`src/inc/scs_pkg.sv`:
```
// Constants and types shared by the conversion clock sequencer
// How it works
// [RQ1] Internal oscillator ticks conversions, at least 10.5 MHz
// [RQ2] Oscillator stops in deep power-down or serial-clock source
// [RQ3] Acquisition lasts at least three conversion clocks
// [RQ4] Conversion completes in eighteen conversion clocks
// [RQ5] Optional conversion clock is serial clock halved
// [RQ6] Synchronized strobe gives thirty-six serial clock conversion
// [RQ7] Unsynchronized strobe may add one serial clock period; code waits for the next halved tick, up to two serial clock periods
// [RQ8] Host keeps serial clock period at most 1 us
// [RQ9] Inputs held on array, disconnected during conversion
// [RQ10] Manual channel pick or auto alternate 0 and 1
// [RQ11] Strobe falling edge enters hold and starts conversion
// [RQ12] Auto trigger: three clock acquisition, 21 clock cycle
// [RQ13] Clock source changes only between conversions
// [RQ14] Busy held from start through last conversion clock
package scs_pkg;
  localparam int unsigned CLK_HZ = 40000000;
  localparam int unsigned OSC_MIN_KHZ = 10500;
  // Ticks per oscillator period, rounded down so the rate is never below the floor
  localparam int unsigned OSC_DIV = (CLK_HZ / 1000) / OSC_MIN_KHZ;
  localparam logic [3:0] OSC_DIV_LAST = 4'(OSC_DIV - 1);
  localparam logic [4:0] CONV_CCLKS = 5'h12;
  localparam logic [4:0] ACQ_CCLKS = 5'h03;
  localparam logic [4:0] CNT_ONE = 5'h01;
  localparam logic [4:0] CNT_ZERO = 5'h00;
  typedef enum logic {SCS_SRC_OSC, SCS_SRC_SCLK} scs_src_e;
  typedef enum logic {SCS_TRIG_MANUAL, SCS_TRIG_AUTO} scs_trig_e;
  typedef enum logic {SCS_CH_MANUAL, SCS_CH_AUTO} scs_chsel_e;
endpackage

```
`src/inc/scs_tick_if.sv`:
```
// Conversion clock tick between the clock generator and the sequencer
`timescale 1ns/1ps
interface scs_tick_if;
  logic tick;
  logic osc_run;
  modport gen (output tick, output osc_run);
  modport seq (input tick, input osc_run);
endinterface

```
`src/design/scs_conversion_clock_gen.sv`:
```
// Conversion clock tick generator: oscillator divider or serial clock halved
`timescale 1ns/1ps
module scs_conversion_clock_gen (
  // Clock and control
  input  wire logic clk,
  input  wire logic rst,
  input  wire logic ce,
  // Configuration and state
  input  wire logic src_req_sclk,
  input  wire logic deep_pd,
  input  wire logic busy,
  // Serial clock, synchronous sample
  input  wire logic sclk,
  // Tick to sequencer
  scs_tick_if.gen  tk
);
  logic [3:0] osc_cnt_q;
  logic       sclk_q;
  logic       half_q;
  logic       src_q;
  logic       osc_run;
  logic       sclk_rise;

  // [RQ2] oscillator stop conditions
  assign osc_run = !deep_pd && (src_q == scs_pkg::SCS_SRC_OSC);
  assign sclk_rise = sclk && !sclk_q;

  // [RQ13] source switch when idle
  always_ff @(posedge clk) begin
    if (rst) begin
      src_q <= scs_pkg::SCS_SRC_OSC;
    end else if (ce && !busy) begin
      src_q <= src_req_sclk;
    end
  end

  // [RQ1] oscillator divider
  always_ff @(posedge clk) begin
    if (rst) begin
      osc_cnt_q <= 4'h0;
    end else if (ce) begin
      // Stopped oscillator restarts from a full period
      if (!osc_run || osc_cnt_q == scs_pkg::OSC_DIV_LAST) begin
        osc_cnt_q <= 4'h0;
      end else begin
        osc_cnt_q <= osc_cnt_q + 4'h1;
      end
    end
  end

  // [RQ5] serial clock halved
  always_ff @(posedge clk) begin
    if (rst) begin
      sclk_q <= 1'b0;
      half_q <= 1'b0;
    end else if (ce) begin
      sclk_q <= sclk;
      if (sclk_rise) begin
        half_q <= !half_q;
      end
    end
  end

  always_comb begin
    tk.osc_run = osc_run;
    if (src_q == scs_pkg::SCS_SRC_SCLK) begin
      tk.tick = ce && !deep_pd && sclk_rise && half_q;
    end else begin
      tk.tick = ce && osc_run && (osc_cnt_q == scs_pkg::OSC_DIV_LAST);
    end
  end
endmodule

```
`src/design/scs_sequencer.sv`:
```
// Acquisition and conversion sequencer for the successive-approximation core
`timescale 1ns/1ps
module scs_sequencer (
  // Clock and control
  input  wire logic clk,
  input  wire logic rst,
  input  wire logic ce,
  // Configuration
  input  wire logic src_sclk_sel,
  input  wire logic trig_auto,
  input  wire logic chsel_auto,
  input  wire logic chan_manual,
  input  wire logic deep_pd,
  // Pins from host
  input  wire logic sclk,
  input  wire logic convert_strobe_n,
  // Status
  output logic      busy,
  output logic      hold,
  output logic      inputs_connected,
  output logic      channel,
  output logic      osc_running,
  output logic      conversion_clock_tick,
  output logic      conv_done
);
  typedef enum logic [1:0] {SCS_ACQ, SCS_WAIT, SCS_CONV} scs_state_e;

  scs_tick_if tk ();
  scs_state_e state_q;
  logic [4:0] cnt_q;
  logic       strb_q;
  logic       chan_q;
  logic       auto_prev_q;
  logic       busy_q;
  logic       strobe_fall;
  logic       acq_met;

  scs_conversion_clock_gen u_gen (
    .clk          (clk),
    .rst          (rst),
    .ce           (ce),
    .src_req_sclk (src_sclk_sel),
    .deep_pd      (deep_pd),
    .busy         (busy_q),
    .sclk         (sclk),
    .tk           (tk.gen)
  );

  assign strobe_fall = strb_q && !convert_strobe_n;
  // [RQ3] acquisition floor
  assign acq_met = (state_q == SCS_ACQ) && (cnt_q >= scs_pkg::ACQ_CCLKS);

  always_ff @(posedge clk) begin
    if (rst) begin
      strb_q <= 1'b1;
    end else if (ce) begin
      strb_q <= convert_strobe_n;
    end
  end

  always_ff @(posedge clk) begin
    if (rst) begin
      state_q <= SCS_ACQ;
      cnt_q <= scs_pkg::CNT_ZERO;
      busy_q <= 1'b0;
      conv_done <= 1'b0;
    end else if (ce) begin
      conv_done <= 1'b0;
      unique case (state_q)
        SCS_ACQ: begin
          if (tk.tick && cnt_q < scs_pkg::ACQ_CCLKS) begin
            cnt_q <= cnt_q + scs_pkg::CNT_ONE;
          end
          // [RQ11] strobe fall enters hold
          if (trig_auto == scs_pkg::SCS_TRIG_MANUAL && strobe_fall && acq_met) begin
            state_q <= SCS_WAIT;
            busy_q <= 1'b1;
            cnt_q <= scs_pkg::CNT_ZERO;
          // [RQ12] auto start after three clocks
          end else if (trig_auto == scs_pkg::SCS_TRIG_AUTO && acq_met) begin
            state_q <= SCS_WAIT;
            busy_q <= 1'b1;
            cnt_q <= scs_pkg::CNT_ZERO;
          // Third acquisition tick is already aligned, so no wait
          end else if (trig_auto == scs_pkg::SCS_TRIG_AUTO && tk.tick
                       && cnt_q == scs_pkg::ACQ_CCLKS - scs_pkg::CNT_ONE) begin
            state_q <= SCS_CONV;
            busy_q <= 1'b1;
            cnt_q <= scs_pkg::CNT_ZERO;
          end
        end
        // [RQ7] start aligns to next conversion clock
        SCS_WAIT: begin
          if (tk.tick) begin
            state_q <= SCS_CONV;
          end
        end
        SCS_CONV: begin
          if (tk.tick) begin
            // [RQ4] eighteen conversion clocks
            // [RQ6] thirty-six serial clocks when aligned
            if (cnt_q == scs_pkg::CONV_CCLKS - scs_pkg::CNT_ONE) begin
              state_q <= SCS_ACQ;
              cnt_q <= scs_pkg::CNT_ZERO;
              // [RQ14] busy drops after final clock
              busy_q <= 1'b0;
              conv_done <= 1'b1;
            end else begin
              cnt_q <= cnt_q + scs_pkg::CNT_ONE;
            end
          end
        end
      endcase
    end
  end

  // [RQ10] manual or alternating channel
  always_ff @(posedge clk) begin
    if (rst) begin
      chan_q <= 1'b0;
      auto_prev_q <= 1'b1;
    end else if (ce) begin
      auto_prev_q <= chsel_auto;
      if (chsel_auto == scs_pkg::SCS_CH_MANUAL) begin
        chan_q <= chan_manual;
      end else if (!auto_prev_q) begin
        chan_q <= 1'b0;
      end else if (conv_done) begin
        chan_q <= !chan_q;
      end
    end
  end

  // [RQ9] hold and disconnect while busy
  always_ff @(posedge clk) begin
    if (rst) begin
      busy <= 1'b0;
      hold <= 1'b0;
      inputs_connected <= 1'b1;
      channel <= 1'b0;
      osc_running <= 1'b0;
      conversion_clock_tick <= 1'b0;
    end else if (ce) begin
      busy <= busy_q;
      hold <= busy_q;
      inputs_connected <= !busy_q;
      channel <= chan_q;
      osc_running <= tk.osc_run;
      conversion_clock_tick <= tk.tick;
    end
  end
endmodule

```
`config.mk`:
```
export PLATFORM = sky130hd
export DESIGN_NAME = scs_sequencer
export DESIGN_NICKNAME = d
export VERILOG_FILES = /design/src/inc/scs_pkg.sv /design/src/inc/scs_tick_if.sv /design/src/design/scs_conversion_clock_gen.sv /design/src/design/scs_sequencer.sv
export SDC_FILE = /design/constraint.sdc
export NUM_CORES = 1
export LEC_CHECK = 0
export ABC_CLOCK_PERIOD_IN_PS = 3400
export BUFFER_PORTS_ARGS = -buffer_cell sky130_fd_sc_hd__buf_2
export CORE_MARGIN = 10
export CORE_UTILIZATION = 45
export DETAILED_ROUTE_END_ITERATION = 12
export GPL_TIMING_DRIVEN = 0
export PLACE_DENSITY = 0.67
export SYNTH_ARGS = -nofsm -noshare
export SYNTH_HDL_FRONTEND = slang
export SYNTH_SLANG_ARGS = --single-unit
export TNS_END_PERCENT = 30
```
`constraint.sdc`:
```
create_clock -name clk -period 3.4 [get_ports clk]
set_clock_uncertainty 0.15 [all_clocks]
set_input_delay 0.68 -clock clk [delete_from_list [all_inputs] [get_ports clk]]
set_output_delay 0.68 -clock clk [all_outputs]
set_load 0.03 [all_outputs]
```
==> metrics.md <==
| Metric | Value |
|---|---|
| CTS root buf | `clkbuf_4` |
| GRT Resource Usage Total | `0.124` |
| Met1 usage | `0.134` |
| Final hold vios | `0` |
| Mapped Area | `1400 um^2` |
| Total congestion overflow | `0` |
| Rows | `20` |
| R2r endpoint | `cnt_q[3]` |
| Routability cong. | `0.847` |
| Cell count after synthesis | `161` |
| WP data required | `3.47 ns` |
| Avg WL per Cell | `15.0 um` |
| Slew HR | `0.589` |
| Starting Density | `0.463` |
| Post-route minimum period | `2.27 ns` |
| CTS buffer count | `3` |
| Max Slew Vio Count | `0` |
| Io pins | `17` |
| Tot Pwr | `0.707 mW` |
| GR peak layer | `met2` |
| Most flops, register | `cnt_q` |
| Routed Antenna Nets | `0` |
| Register bit total from synthesis | `24` |
| Most common cell in the synthesized netlist | `dfxtp_1` |
| Worst Max-Slew Pin Slew | `0.614 ns` |
| CP Data Arrival Time | `2.34 ns` |
| R2R depth | `7` |
| CP endpoint | `cnt_q[3]` |
| Initial DRC Count | `41` |
| Clk_lat worst skew | `0.33 ns` |
| Global-route wire length before repair | `5.66 mm` |
| Async SR Flop Fraction | `0` |
| Vias | `1264` |
| Number of flops mapped to enable cells by yosys | `0` |
| WL final | `3.38 mm` |
| DP HPWL | `2.60 mm` |
| Max FO, Critical Path | `6` |
| Setup violations, final | `0` |
| Peak supply drop | `0.000151 V` |
| Crit Path Category | `reg -> reg` |
| Main flop type after synthesis | `dfxtp_1` |
| RSZ-0062 raised after global routing | `no` |
| Via/cell ratio | `5.62` |
| # clock sinks | `24` |
| TNS Setup | `0 ns` |
| Ant. Diodes | `0` |
| Internal power | `0.486 mW` |
| Die ar. | `5750 um^2` |
| GR met2 Demand/Resource | `0.230` |
| CP endpoint kind | `register` |
| Post-synthesis sequential area ratio | `0.343` |
| Leakage power | `0.605 nW` |
| Chip height | `75.8 um` |
| CP Launch Point | `u_gen.osc_cnt_q[0]` |
| CTS tree | `yes` |
| Syn. warnings | `0` |
| Minimum hold slack | `0.321 ns` |
| Area Growth Syn to Fin | `13.4%` |
| # hold bufs at CTS | `0` |
| Sw Pwr | `0.221 mW` |
| Synth cell types | `49` |
| Residual DRC count | `0` |
| Drt first pass iters | `4` |
| Port Buffers | `16` |
| Filler Cell Count | `304` |
| Chip width | `75.8 um` |
| Share of cells above drive strength 1 | `0.166` |
| PostCTS Resize Cnt | `0` |
| Max-cap viol count | `0` |
| Final #Nets | `200` |
| Top flop regs | `cnt_q: 5 flops, u_gen.osc_cnt_q: 4 flops, state_q: 2 flops` |
| Outcome | `finished clean` |
| Most instantiated cells after synthesis | `dfxtp_1, nand2_1, a21oi_1, nor2_1` |
| Synth top area share | `0.343` |
| Setup bufs post-CTS | `0` |
| Core box area | `3030 um^2` |
| Clock share of power | `0.306` |
| Hold WC Path Type | `reg -> reg` |
| Synthesized area per cell | `8.70 um^2` |
| Reg power frac | `0.449` |
| Combinational fraction of design power | `0.245` |
| Reg-to-Reg Start | `u_gen.osc_cnt_q[0]` |
| CTS clk-pin slew, worst paths | `0.14 ns` |
| Setup slack, reg-to-reg | `1.13 ns` |
| Pin count of the biggest net entering global routing | `15` |
| Synth area leaders | `dfxtp_1, ha_1, a21oi_1` |
| GR Util met3 | `0.0260` |
| F_max | `440 MHz` |
| Htree depth | `1` |
| Cell taking the most area after synthesis | `dfxtp_1` |
| Initial antenna violation count | `0` |
| Max FFs per register | `5` |
| Net Sw Frac | `0.313` |
| Power per cell area | `445 nW/um^2` |
| Crit share post-route | `0.668` |
| Synthesized Nets | `179` |
| Startpoint types | `register` |
| Vias in the first global route | `1281` |
| CTS max path bufs | `2` |
==> critical path: stages (launching register included) <==
cell and delay [ns]:
dfxtp_1 0.36, inv_1 0.08, ha_1 0.13, or3b_4 0.41, o22a_1 0.31, a21oi_2 0.34, and2_4 0.24, o221ai_1 0.13
==> metal layers <==
layer	share of wire	vias to the layer above	wire [um]
met5	0	-	0
met4	0.016	0	54
met3	0.033	7	113
met2	0.51	14	1740
met1	0.44	599	1480
li1	-	644	-
==> worst min path at each step <==
stage | depth (start not counted) | endpoint | start
2_1_floorplan | 2 | u_gen.sclk_q | u_gen.sclk_q
3_3_place_gp | 2 | osc_running | osc_running
3_5_place_dp | 2 | osc_running | osc_running
4_1_cts | 2 | osc_running | osc_running
5_1_grt | 2 | osc_running | osc_running
6_report | 2 | osc_running | osc_running
==> layout make-up <==
type | count | area, um^2 | share of cell area
inverter | 8 | 30.0 | 0.0189
clock inverter | 1 | 30.0 | 0.0189
multi-input combinational | 123 | 865 | 0.544
timing repair buffer | 16 | 80.1 | 0.0504
clock buffer | 3 | 22.5 | 0.0142
sequential | 24 | 480 | 0.302
tap | 44 | 55.1 | 0.0346
buffer | 6 | 26.3 | 0.0165
==> power by group through the flow <==
stage                     registers, mW  logic (mW)  clock network [mW]
after floorplan                   0.324       0.126                   0
after CTS                         0.317       0.173               0.218
after global routing              0.321       0.191               0.227
after detailed placement          0.324       0.172                   0
final                             0.318       0.173               0.216
after global placement            0.322       0.164                   0
==> cells by family after synthesis <==
kind of cell | share of synthesized area
AND/OR/NAND/NOR | 0.249
AO/OA/AOI/OAI | 0.276
flip-flops | 0.343
buffers and inverters | 0.0402
adder cells (fa/ha/maj) | 0.0714
multiplexers | 0.0143
XOR/XNOR | 0.00625
==> per-stage QoR <==
step	instances	area (um^2)	setup slack (ns)	util
floorplan	161	1400	1.22	-
global placement	221	1540	0.946	0.507
detailed placement	221	1540	0.888	0.507
CTS	225	1590	1.14	0.525
global route	225	1590	1.02	0.525
finish	225	1590	1.13	0.525
==> layout by cell type, fill, tap and decap left out, types with 2 or more instances in the layout <==
cell type / netlist / routed
nand3b_1: 3 / 3
o21ai_0: 8 / 8
buf_2: 0 / 16
o2111ai_1: 5 / 5
ha_1: 8 / 8
a211o_1: 2 / 2
clkbuf_1: 5 / 5
and3_1: 2 / 2
inv_1: 7 / 7
nand2_1: 13 / 13
mux2i_1: 2 / 2
nor2_1: 11 / 11
or2b_1: 2 / 2
o21ai_1: 2 / 2
nand3_1: 5 / 5
nand4b_1: 3 / 3
or3b_1: 2 / 2
o221ai_1: 3 / 3
clkbuf_4: 0 / 3
dfxtp_1: 24 / 24
a21oi_1: 12 / 12
o31ai_1: 2 / 2
nand2b_1: 6 / 6
nor3_1: 4 / 4
and2_1: 2 / 2
nor2b_1: 3 / 3
(Power assumes the default switching activity.)
